File: config.mk
export PLATFORM = sky130hd
export DESIGN_NAME = tsm_host_ctrl
export DESIGN_NICKNAME = d
export VERILOG_FILES = /design/src/rtl/tsm_pkg.sv /design/src/rtl/tsm_dev_port.sv /design/src/rtl/tsm_host_ctrl.sv
export SDC_FILE = /design/constraint.sdc
export NUM_CORES = 1
export LEC_CHECK = 0
export ABC_CLOCK_PERIOD_IN_PS = 2900
export BUFFER_PORTS_ARGS = -buffer_cell sky130_fd_sc_hd__clkbuf_2
export CAP_MARGIN = 30
export CORE_MARGIN = 1
export CORE_UTILIZATION = 55
export CTS_CLUSTER_DIAMETER = 40
export DETAILED_ROUTE_END_ITERATION = 6
export GPL_ROUTABILITY_DRIVEN = 0
export PLACE_DENSITY_LB_ADDON = 0.25
export SYNTH_ARGS = -nofsm -noshare
export SYNTH_HDL_FRONTEND = slang
export SYNTH_SLANG_ARGS = --single-unit
File: constraint.sdc
create_clock -name ref_clk -period 2.9 [get_ports ref_clk]
set_clock_uncertainty 0.2 [all_clocks]
set_input_delay 0 -clock ref_clk [delete_from_list [all_inputs] [get_ports ref_clk]]
set_output_delay 0 -clock ref_clk [all_outputs]
set_load 0.02 [all_outputs]
File: src/rtl/tsm_pkg.sv
// Shared constants, types and opcode helpers for the time-slot switch host controller
// Contract
// - Opcodes 08/18/10/38/30/28/20 write upstream idle value
// - Opcode 88 reads data memory byte
// - Opcode 60 writes one tristate field nibble
// - Opcode 68 writes all tristate fields, address ignored
// - Opcode E0 reads tristate field nibble
// - Opcode 48 writes control memory data field
// - Opcode C8 reads control memory data field
// - Opcode F0 reads control memory code nibble
// - Opcodes 70..77 write pointer plus switching code
// - Opcode 79 marks host channel, stores idle value
// - Poll busy flag to zero before reading result
package tsm_pkg;

  localparam int REF_CLK_MHZ = 250;
  // Device bus timing, ns
  localparam int STROBE_NS   = 100;
  localparam int RECOVER_NS  = 40;
  localparam int STROBE_CYC  = (STROBE_NS * REF_CLK_MHZ + 999) / 1000;
  localparam int RECOVER_CYC = (RECOVER_NS * REF_CLK_MHZ + 999) / 1000;
  localparam int POLL_LIMIT  = 1000;

  // Device register selects and busy flag position
  localparam logic [1:0] DEV_SEL_DATA   = 2'h0;
  localparam logic [1:0] DEV_SEL_ADDR   = 2'h1;
  localparam logic [1:0] DEV_SEL_CMD    = 2'h2;
  localparam logic [1:0] DEV_SEL_STATUS = 2'h3;
  localparam int         DEV_BUSY_BIT   = 0;

  // Host register offsets
  localparam logic [3:0] HOST_OFS_DATA   = 4'h0;
  localparam logic [3:0] HOST_OFS_ADDR   = 4'h1;
  localparam logic [3:0] HOST_OFS_CMD    = 4'h2;
  localparam logic [3:0] HOST_OFS_STATUS = 4'h3;
  localparam logic [3:0] HOST_OFS_RESULT = 4'h4;
  localparam int ST_BUSY     = 0;
  localparam int ST_DONE     = 1;
  localparam int ST_TIMEOUT  = 2;
  localparam int ST_REJECTED = 3;
  localparam logic [7:0] HOST_RESET_BYTE = 8'h00;

  // Memory access opcodes
  localparam logic [7:0] OP_IDLE_8    = 8'h08;
  localparam logic [7:0] OP_IDLE_HI4  = 8'h18;
  localparam logic [7:0] OP_IDLE_LO4  = 8'h10;
  localparam logic [7:0] OP_IDLE_B76  = 8'h38;
  localparam logic [7:0] OP_IDLE_B54  = 8'h30;
  localparam logic [7:0] OP_IDLE_B32  = 8'h28;
  localparam logic [7:0] OP_IDLE_B10  = 8'h20;
  localparam logic [7:0] OP_DM_READ   = 8'h88;
  localparam logic [7:0] OP_TRI_WRITE = 8'h60;
  localparam logic [7:0] OP_TRI_ALL   = 8'h68;
  localparam logic [7:0] OP_TRI_READ  = 8'he0;
  localparam logic [7:0] OP_CM_WRITE  = 8'h48;
  localparam logic [7:0] OP_CM_READ   = 8'hc8;
  localparam logic [7:0] OP_CODE_READ = 8'hf0;
  localparam logic [7:0] OP_SW_BASE   = 8'h70;
  localparam logic [7:0] OP_SW_LAST   = 8'h77;
  localparam logic [7:0] OP_HOST_CHAN = 8'h79;
  localparam logic [7:0] NIBBLE_MASK  = 8'h0f;

  typedef struct packed {
    logic       wr;
    logic [1:0] sel;
    logic [7:0] data;
  } tsm_dev_req_t;

  function automatic logic op_is_read(input logic [7:0] op);
    return op == OP_DM_READ || op == OP_TRI_READ || op == OP_CM_READ || op == OP_CODE_READ;
  endfunction

  function automatic logic op_is_known(input logic [7:0] op);
    return op_is_read(op) || op == OP_IDLE_8 || op == OP_IDLE_HI4 || op == OP_IDLE_LO4
        || op == OP_IDLE_B76 || op == OP_IDLE_B54 || op == OP_IDLE_B32 || op == OP_IDLE_B10
        || op == OP_TRI_WRITE || op == OP_TRI_ALL || op == OP_CM_WRITE || op == OP_HOST_CHAN
        || (op >= OP_SW_BASE && op <= OP_SW_LAST);
  endfunction

endpackage

File: src/rtl/tsm_dev_port.sv
// One read or write cycle on the device's parallel register pins
`timescale 1ns/1ns
`default_nettype none
module tsm_dev_port (
  input  wire logic                  ref_clk,
  input  wire logic                  reset_n,
  input  wire logic                  req,
  input  wire tsm_pkg::tsm_dev_req_t reqInfo,
  output logic                       ack,
  output logic [7:0]                 rdData,
  output logic                       devCsN,
  output logic                       devWrN,
  output logic                       devRdN,
  output logic [1:0]                 devSel,
  output logic [7:0]                 devDataOut,
  output logic                       devDataOe,
  input  wire logic [7:0]            devDataIn
);
  typedef enum logic [1:0] {PIDLE = 2'b00, PSETUP = 2'b01, PSTROBE = 2'b11, PRECOVER = 2'b10} tsm_port_t;

  tsm_port_t   state_r;
  logic [7:0]  cnt_r;
  logic        isWr_r;
  logic [7:0]  syncA_r;
  logic [7:0]  syncB_r;
  wire         cntEnd = (cnt_r == 8'h00);
  wire         strobeEnd = (state_r == PSTROBE) && cntEnd;

  always_ff @(posedge ref_clk or negedge reset_n) begin
    if (!reset_n) begin
      syncA_r <= 8'h00;
      syncB_r <= 8'h00;
    end else begin
      syncA_r <= devDataIn;
      syncB_r <= syncA_r;
    end
  end

  always_ff @(posedge ref_clk or negedge reset_n) begin
    if (!reset_n) begin
      state_r    <= PIDLE;
      cnt_r      <= 8'h00;
      isWr_r     <= 1'b0;
      devCsN     <= 1'b1;
      devWrN     <= 1'b1;
      devRdN     <= 1'b1;
      devSel     <= 2'h0;
      devDataOut <= 8'h00;
      devDataOe  <= 1'b0;
      rdData     <= 8'h00;
      ack        <= 1'b0;
    end else begin
      ack <= 1'b0;
      unique case (state_r)
        PIDLE: if (req) begin
          state_r    <= PSETUP;
          isWr_r     <= reqInfo.wr;
          devCsN     <= 1'b0;
          devSel     <= reqInfo.sel;
          devDataOut <= reqInfo.data;
          devDataOe  <= reqInfo.wr;
        end
        PSETUP: begin
          state_r <= PSTROBE;
          cnt_r   <= 8'(tsm_pkg::STROBE_CYC - 1);
          devWrN  <= !isWr_r;
          devRdN  <= isWr_r;
        end
        PSTROBE: if (strobeEnd) begin
          // Sampled after the synchroniser, so data must settle two cycles early
          if (!isWr_r) rdData <= syncB_r;
          devWrN  <= 1'b1;
          devRdN  <= 1'b1;
          ack     <= 1'b1;
          state_r <= PRECOVER;
          cnt_r   <= 8'(tsm_pkg::RECOVER_CYC - 1);
        end else begin
          cnt_r <= cnt_r - 8'h01;
        end
        PRECOVER: begin
          devCsN    <= 1'b1;
          devDataOe <= 1'b0;
          if (cntEnd) state_r <= PIDLE;
          else cnt_r <= cnt_r - 8'h01;
        end
      endcase
    end
  end
endmodule
`default_nettype wire

File: src/rtl/tsm_host_ctrl.sv
// Host controller issuing memory access commands to the time-slot switch
`timescale 1ns/1ns
`default_nettype none
module tsm_host_ctrl (
  input  wire logic        ref_clk,
  input  wire logic        reset_n,
  input  wire logic [3:0]  busAddr,
  input  wire logic [31:0] busWdata,
  input  wire logic        busWr,
  input  wire logic        busRd,
  output logic [31:0]      busRdata,
  output logic             devCsN,
  output logic             devWrN,
  output logic             devRdN,
  output logic [1:0]       devSel,
  output logic [7:0]       devDataOut,
  output logic             devDataOe,
  input  wire logic [7:0]  devDataIn
);
  typedef enum logic [2:0] {
    S_IDLE = 3'b000, S_WDAT = 3'b001, S_WADR = 3'b011, S_WCMD = 3'b010,
    S_POLL = 3'b110, S_RSLT = 3'b111, S_FIN = 3'b101
  } tsm_state_t;

  tsm_state_t            state_r;
  tsm_state_t            state_nxt;
  logic [7:0]            dataReg_r;
  logic [7:0]            addrReg_r;
  logic [7:0]            cmdReg_r;
  logic [7:0]            result_r;
  logic                  done_r;
  logic                  timeout_r;
  logic                  rejected_r;
  logic [9:0]            pollCnt_r;
  tsm_pkg::tsm_dev_req_t req;
  logic                  portAck;
  logic [7:0]            portData;

  wire        busy      = (state_r != S_IDLE);
  wire        wrData    = busWr && busAddr == tsm_pkg::HOST_OFS_DATA && !busy;
  wire        wrAddr    = busWr && busAddr == tsm_pkg::HOST_OFS_ADDR && !busy;
  wire        wrCmd     = busWr && busAddr == tsm_pkg::HOST_OFS_CMD;
  wire        wrStatus  = busWr && busAddr == tsm_pkg::HOST_OFS_STATUS;
  wire [7:0]  newOp     = busWdata[7:0];
  wire        launch    = wrCmd && !busy && tsm_pkg::op_is_known(newOp);
  wire        reject    = (wrCmd && (busy || !tsm_pkg::op_is_known(newOp)))
                       || (busWr && busy && (busAddr == tsm_pkg::HOST_OFS_DATA
                                          || busAddr == tsm_pkg::HOST_OFS_ADDR));
  wire        cmdIsRead = tsm_pkg::op_is_read(cmdReg_r);
  // Reads need no data; the broadcast tristate write needs data but no address
  wire        needAddr  = cmdReg_r != tsm_pkg::OP_TRI_ALL;
  wire        devBusy   = portData[tsm_pkg::DEV_BUSY_BIT];
  wire        pollLast  = pollCnt_r == 10'(tsm_pkg::POLL_LIMIT - 1);
  // Code and tristate reads carry only a nibble; upper bits are undefined
  wire        nibbleRes = cmdReg_r == tsm_pkg::OP_CODE_READ
                       || cmdReg_r == tsm_pkg::OP_TRI_READ;
  wire [7:0]  resMasked = nibbleRes ? (portData & tsm_pkg::NIBBLE_MASK) : portData;
  wire        accState  = state_r inside {S_WDAT, S_WADR, S_WCMD, S_POLL, S_RSLT};

  // Sequence: data, address, command, then poll busy, then fetch result
  always_comb begin
    state_nxt = state_r;
    unique case (state_r)
      S_IDLE: if (launch) begin
        state_nxt = S_WDAT;
        if (!tsm_pkg::op_is_known(newOp)) state_nxt = S_IDLE;
        else if (tsm_pkg::op_is_read(newOp)) state_nxt = S_WADR;
      end
      S_WDAT: if (portAck) state_nxt = needAddr ? S_WADR : S_WCMD;
      S_WADR: if (portAck) state_nxt = S_WCMD;
      S_WCMD: if (portAck) state_nxt = S_POLL;
      S_POLL: if (portAck) begin
        if (!devBusy) state_nxt = cmdIsRead ? S_RSLT : S_FIN;
        else if (pollLast) state_nxt = S_FIN;
      end
      S_RSLT: if (portAck) state_nxt = S_FIN;
      S_FIN:  state_nxt = S_IDLE;
      default: state_nxt = S_IDLE;
    endcase
  end

  // Device pin request for the current step
  always_comb begin
    req.wr   = 1'b1;
    req.sel  = tsm_pkg::DEV_SEL_DATA;
    req.data = dataReg_r;
    unique case (state_r)
      S_WADR: begin
        req.sel  = tsm_pkg::DEV_SEL_ADDR;
        req.data = addrReg_r;
      end
      S_WCMD: begin
        req.sel  = tsm_pkg::DEV_SEL_CMD;
        req.data = cmdReg_r;
      end
      S_POLL: begin
        req.wr  = 1'b0;
        req.sel = tsm_pkg::DEV_SEL_STATUS;
      end
      S_RSLT: begin
        req.wr  = 1'b0;
        req.sel = tsm_pkg::DEV_SEL_DATA;
      end
      default: req.wr = 1'b1;
    endcase
  end

  tsm_dev_port u_port (
    .ref_clk    (ref_clk),
    .reset_n    (reset_n),
    .req        (accState),
    .reqInfo    (req),
    .ack        (portAck),
    .rdData     (portData),
    .devCsN     (devCsN),
    .devWrN     (devWrN),
    .devRdN     (devRdN),
    .devSel     (devSel),
    .devDataOut (devDataOut),
    .devDataOe  (devDataOe),
    .devDataIn  (devDataIn)
  );

  always_ff @(posedge ref_clk or negedge reset_n) begin
    if (!reset_n) begin
      state_r   <= S_IDLE;
      pollCnt_r <= 10'h000;
    end else begin
      state_r <= state_nxt;
      if (state_r != S_POLL) pollCnt_r <= 10'h000;
      else if (portAck) pollCnt_r <= pollCnt_r + 10'h001;
    end
  end

  // Order registers are frozen while a sequence runs
  always_ff @(posedge ref_clk or negedge reset_n) begin
    if (!reset_n) begin
      dataReg_r <= tsm_pkg::HOST_RESET_BYTE;
      addrReg_r <= tsm_pkg::HOST_RESET_BYTE;
      cmdReg_r  <= tsm_pkg::HOST_RESET_BYTE;
    end else begin
      if (wrData) dataReg_r <= busWdata[7:0];
      if (wrAddr) addrReg_r <= busWdata[7:0];
      if (launch) cmdReg_r <= newOp;
    end
  end

  // Status flags: hardware set wins over software clear
  always_ff @(posedge ref_clk or negedge reset_n) begin
    if (!reset_n) begin
      result_r   <= tsm_pkg::HOST_RESET_BYTE;
      done_r     <= 1'b0;
      timeout_r  <= 1'b0;
      rejected_r <= 1'b0;
    end else begin
      if (state_r == S_RSLT && portAck) result_r <= resMasked;
      if (state_r == S_FIN) done_r <= 1'b1;
      else if (launch || (wrStatus && busWdata[tsm_pkg::ST_DONE])) done_r <= 1'b0;
      if (state_r == S_POLL && portAck && devBusy && pollLast) timeout_r <= 1'b1;
      else if (launch || (wrStatus && busWdata[tsm_pkg::ST_TIMEOUT])) timeout_r <= 1'b0;
      if (reject) rejected_r <= 1'b1;
      else if (wrStatus && busWdata[tsm_pkg::ST_REJECTED]) rejected_r <= 1'b0;
    end
  end

  wire [7:0] statusByte = {4'h0, rejected_r, timeout_r, done_r, busy};
  wire [7:0] rdMux = busAddr == tsm_pkg::HOST_OFS_DATA   ? dataReg_r :
                     busAddr == tsm_pkg::HOST_OFS_ADDR   ? addrReg_r :
                     busAddr == tsm_pkg::HOST_OFS_CMD    ? cmdReg_r  :
                     busAddr == tsm_pkg::HOST_OFS_STATUS ? statusByte :
                     busAddr == tsm_pkg::HOST_OFS_RESULT ? result_r  : 8'h00;

  always_ff @(posedge ref_clk or negedge reset_n) begin
    if (!reset_n) busRdata <= 32'h0000_0000;
    else if (busRd) busRdata <= {24'h00_0000, rdMux};
    else busRdata <= 32'h0000_0000;
  end
endmodule
`default_nettype wire

# ---- Word-level counts from Yosys, hierarchy flattened
# Cells that the tools add are included.
dict set report totals {
  wordCells 189
  reg_bits 130
  in_bits 48
  output_inout_bits 46
}
dict set report op_classes {
  n_mux 47
  n_addsub 2
  n_eq_ne 46
  n_reduce_logical 68
  n_lt_le_gt_ge 2
  n_bitwise 1
}
# op count
set op_table {}
lappend op_table {{$mux W8} 9}
lappend op_table {{$eq A8 B8 Y1 const B} 8}
lappend op_table {{$eq A8 B6 Y1 const B} 4}
lappend op_table {{$eq A8 B7 Y1 const B} 4}
lappend op_table {{$logic_or A1 B1 Y1} 24}
lappend op_table {{$mux W3} 8}
lappend op_table {{$pmux W8 S3} 1}
lappend op_table {{$logic_and A1 B1 Y1} 20}
lappend op_table {{$mux W10} 2}
lappend op_table {{$pmux W3 S6} 1}
lappend op_table {{$eq A8 B5 Y1 const B} 2}
lappend op_table {{$pmux W8 S2} 1}
lappend op_table {{$ne A2 B1 Y1 const B} 7}
lappend op_table {{$mux W1} 13}
lappend op_table {{$mux W2} 6}
lappend op_table {{$reduce_bool A2 Y1} 6}
lappend op_table {{$add A10 B1 Y10 const B} 1}
lappend op_table {{$eq A10 B10 Y1 const B} 1}
lappend op_table {{$eq A3 B3 Y1 const B} 3}
lappend op_table {{$eq A4 B2 Y1 const B} 2}
lappend op_table {{$eq A8 B4 Y1 const B} 1}
lappend op_table {{$ge A8 B7 Y1 const B} 1}
lappend op_table {{$le A8 B7 Y1 const B} 1}
lappend op_table {{$logic_not A8 Y1} 1}
lappend op_table {{other kinds (24)} 39}

# ---- Depth between registers and ports, before layout
dict set report depth {
  word_depth 21
  mapped_depth 8
  ltp_nobuf 7
}

# ---- Hierarchy
# From an unflattened synthesis, not the netlist that was laid out.
dict set report hier_totals {
  cells_unflattened 444
  hier_area_um2 4974.8
}
# module area_per_inst_um2 cells_per_inst instances seq_area_each_um2
set by_module_without_submodules {}
lappend by_module_without_submodules {tsm_host_ctrl 3052.9 304 1 1401.3}
lappend by_module_without_submodules {tsm_dev_port 1921.8 140 1 1255.0}

# ---- Worst setup path before layout
# OpenSTA, ideal clock, no wires.
dict set report synth_timing {
  kind {flip-flop to flip-flop}
  from {register u_port.cnt_r[0]}
  to {register u_port.rdData[0]}
  t_required_ps 2575
  path_slack_ps 522
  path_stages_with_launch 7
  setup_time_ps 125
  synth_period_minus_slack_ps 2378
  path_buffers 0
  arrival_time_ps 2054
  path_cell_list {dfrtp_1 -> inv_1 -> ha_1 -> or4b_4 -> or2_4 -> nor3_4 -> mux2_2}
}
dict set report synth_via {
  elab_chain_cells 3
}
# element line_no
set synth_lines {}
lappend synth_lines {{from (decl)} tsm_dev_port.sv:22} ;# logic [7:0] cnt_r;
lappend synth_lines {{from (signal assigned)} tsm_dev_port.sv:65} ;# cnt_r <= 8'(tsm_pkg::STROBE_CYC - 1);
lappend synth_lines {{from (signal assigned)} tsm_dev_port.sv:76} ;# cnt_r <= 8'(tsm_pkg::RECOVER_CYC - 1);
lappend synth_lines {{from (signal assigned)} tsm_dev_port.sv:78} ;# cnt_r <= cnt_r - 8'h01;
lappend synth_lines {{$logic_not A8 Y1} tsm_dev_port.sv:26} ;# wire cntEnd = (cnt_r == 8'h00);
lappend synth_lines {{$logic_and A1 B1 Y1} tsm_dev_port.sv:27} ;# wire strobeEnd = (state_r == PSTROBE) && cntEnd;
lappend synth_lines {{$reduce_and A3 Y1 (no source line)} --}
lappend synth_lines {{to (signal assigned)} tsm_dev_port.sv:71} ;# if (!isWr_r) rdData <= syncB_r;
lappend synth_lines {{to (decl)} tsm_dev_port.sv:10} ;# output logic [7:0] rdData,
# No other way between the ends.
# A chain may end at the register's enable or synchronous reset.

# ---- Worst setup path after layout
# Ends and elaborated chain as after synthesis.

==> metrics.md <==
| Metric | Value |
|---|---|
| Status | finished, final reports clean |
| R2R cell count | 6 |
| Layout cell share with drive strength beyond 1 | 22.43% |
| Layout Cells excl Fill | 634 |
| Routed via count | 3,521 |
| Core area | 0.008721 sq mm |
| Final hold viol count | 0 |
| Hold Path Class | in -> reg |
| Final Max Tran Viols | 0 |
| ANT cells | 0 |
| Area contributors post-synth | dfrtp_1 52%, mux2_2 8.2%, mux2i_1 3.6% |
| I/O pin count | 94 |
| EDFF count, synth | 0 |
| YS warnings | 0 |
| CTS clk-pin slew, worst paths | 0.11 ns |
| Max VDD drop | 0.2728 mV |
| Vias in the first global route | 3,513 |
| Max transition margin | 60.95% |
| CTS tree | done |
| Reg2reg start | u_port.cnt_r[0]$_DFFE_PN0P_ |
| Worst setup path category | reg -> reg |
| RSZ-0062 raised after global routing | false |
| Post-synthesis average cell area | 10.96 sq um |
| Clk_lat worst skew | 0.37 ns |
| FILL cells | 701 |
| Worst reg2reg endpoint | u_port.rdData[0]$_DFFE_PN0P_ |
| Nets@finish | 571 |
| Chip Height | 96.92 microns |
| Mapped cell area | 0.004955 sq mm |
| Crit Path Max Fanout | 8 |
| Cells after DPL | 591 |
| Synth top area share | 52.02% |
| Synth area leader | dfrtp_1 |
| Fmax achieved | 385.9 MHz |
| Deepest clock path buffer count | 2 |
| Setup_tns | 0 ns |
| Total gr overflow | 0 |
| Largest net degree at the start of global routing | 57 |
| Critical Path End Type | register |
| Final setup viols | 0 |
| FF+latch count, synth | 106 |
| Yosys cell types | 59 |
| Initial antenna violation count | 0 |
| Final HPWL DP | 7102 microns |
| Dominant cell by count in the synthesized netlist | dfrtp_1 |
| Hold-fix buffers, CTS | 27 |
| Sequential share of the synthesized area | 53.61% |
| # port buffers | 45 |
| Post-DRT Antenna Nets | 0 |
| Root Buffer | clkbuf_8 |
| First-pass GRT wire length | 17,100 microns |
| Actual slew at the worst max-slew pin | 0.5858 ns |
| Die ar. | 0.009393 sq mm |
| Crit path DAT | 2.66 ns |
| Worst reg-to-reg setup slack | 0.31 ns |
| WL/cell | 16.16 microns |
| Initial DRC Count | 222 |
| Fin crit share | 89.36% |
| Post-Route WL | 10,250 microns |
| Setup ws final | 0.3084 ns |
| Std cell rows | 34 |
| Leak pwr | 0.002695 uW |
| Min Hold Slack | 0.05766 ns |
| Post-CTS setup buffer count | 0 |
| Worst Path Required | 2.96 ns |
| Starting Density | 56.81% |
| Min Clock Period, post-route | 2.592 ns |
| WHS Path Cells | 2 |
| Die width | 96.92 microns |
| Hold_sp | devDataIn[7] |
| Syn Inst Count | 452 |
| CTS HTree Levels | 3 |
| CP Launch Type | register |
| Total power | 2573 uW |
| Max Cap Viol | 0 |
| PostCTS Resize Cnt | 0 |
| Drt drc | 0 |
| DR vias/cell | 5.554 |
| Clk sinks | 106 |
| Power Density | 451.2 mW/mm^2 |
| Total GRT Usage | 23.09% |
| Pre-CTS WS | 0.2865 ns |
| Post-synth top cells | 103 x dfrtp_1, 36 x mux2_2, 35 x nor2_1, 32 x nand2_1, 26 x o21ai_0 |
| Main synth FF type | dfrtp_1 |
| Worst Hold End | u_port.syncA_r[7]$_DFF_PN0_ |
| CTS Buf Count | 9 |
| DR pass1 iterations | 5 |
| Area Growth Syn to Fin | 15.13% |
| Async S/R FF share, synth | 100.0% |
==> metrics by stage <==
stage	area [sq um]	utilization (%)
final	5704	65.41
after CTS	5704	65.41
after global routing	5704	65.41
after global placement	5195	59.57
after detailed placement	5223	59.89
after floorplan	5041	-
==> where the power goes <==
group	internal, uW	switching [uW]
combinational	58.3	109
sequential	1490	5.37
clock	345	562
total	1900	677
==> area by class of cell <==
cell class | instances | area (sq um) | area share (%)
Tap cell | 108 | 135.1 | 2.369
Sequential cell | 106 | 2656 | 46.57
Clock inverter | 7 | 77.57 | 1.360
Inverter | 8 | 30.03 | 0.5264
Multi-Input combinational cell | 316 | 2093 | 36.70
Timing Repair Buffer | 80 | 588.1 | 10.31
Clock buffer | 9 | 123.9 | 2.172
==> flip-flops by register name (all words and copies together), names as in the netlist, 2 cells and up <==
signal / count
addrReg_r: 8
u_port.state_r: 2
result_r: 8
cmdReg_r: 8
dataReg_r: 8
u_port.devDataOut: 8
busRdata: 8
state_r: 3
u_port.devSel: 2
pollCnt_r: 10
u_port.syncA_r: 8
u_port.rdData: 8
u_port.cnt_r: 8
u_port.syncB_r: 8
==> worst max-delay path: stages (launching register included) <==
cell     delay, ns
dfrtp_1       0.42
inv_1         0.07
ha_1          0.19
or4b_4        0.49
or2_4         0.30
nor3_4        0.43
mux2_2        0.39
==> layout by cell type (no fill, tap or decap), types with 4 or more instances in the layout <==
master	n
mux2i_1	18
a22o_1	7
nand2_1	32
xnor2_1	7
mux2_2	36
a31oi_1	5
inv_1	8
buf_4	8
o21ai_0	26
clkbuf_8	9
inv_8	4
dfrtp_1	103
and2_1	6
nor2_1	35
a22oi_1	6
clkbuf_2	44
nor3_1	12
conb_1	24
a21oi_1	18
or3_1	4
nand2b_1	8
nor2b_1	5
dlygate4sd3_1	26
o22ai_1	9
nand4_1	5
==> layer usage <==
metal / GRT usage [%] / up-vias / share of wire (%)
li1: - / 1698 / -
met1: 29.73 / 1707 / 43
met2: 37.92 / 96 / 49
met3: 4.408 / 20 / 4.6
met4: 10.56 / 0 / 2.8
met5: 0 / - / 0
==> cell families (layout without fill, tap and decap cells) <==
logic type	Yosys count	in the layout	synth area share, %
adders and majority gates	2	2	0.5050
xor gates and xnor gates	10	10	1.768
buffers and inverters	53	104	5.884
AOI/OAI and AO/OA	96	96	12.52
and+or+nand+nor	129	129	13.59
other	1	24	0.07568
muxes	55	55	12.05
DFF	106	106	53.61
==> how the worst max path moves through the flow <==
stage,startpoint,endpoint,cells past startpoint
after detailed placement,u_port.cnt_r[0]$_DFFE_PN0P_,u_port.rdData[6]$_DFFE_PN0P_,6
final,u_port.cnt_r[0]$_DFFE_PN0P_,u_port.rdData[0]$_DFFE_PN0P_,6
after global placement,u_port.cnt_r[0]$_DFFE_PN0P_,u_port.rdData[4]$_DFFE_PN0P_,6
after global routing,u_port.cnt_r[0]$_DFFE_PN0P_,u_port.rdData[0]$_DFFE_PN0P_,6
after floorplan,u_port.cnt_r[0]$_DFFE_PN0P_,u_port.rdData[0]$_DFFE_PN0P_,6
after CTS,u_port.cnt_r[0]$_DFFE_PN0P_,u_port.rdData[3]$_DFFE_PN0P_,6
Note: power is estimated with default switching activity, not from simulation.
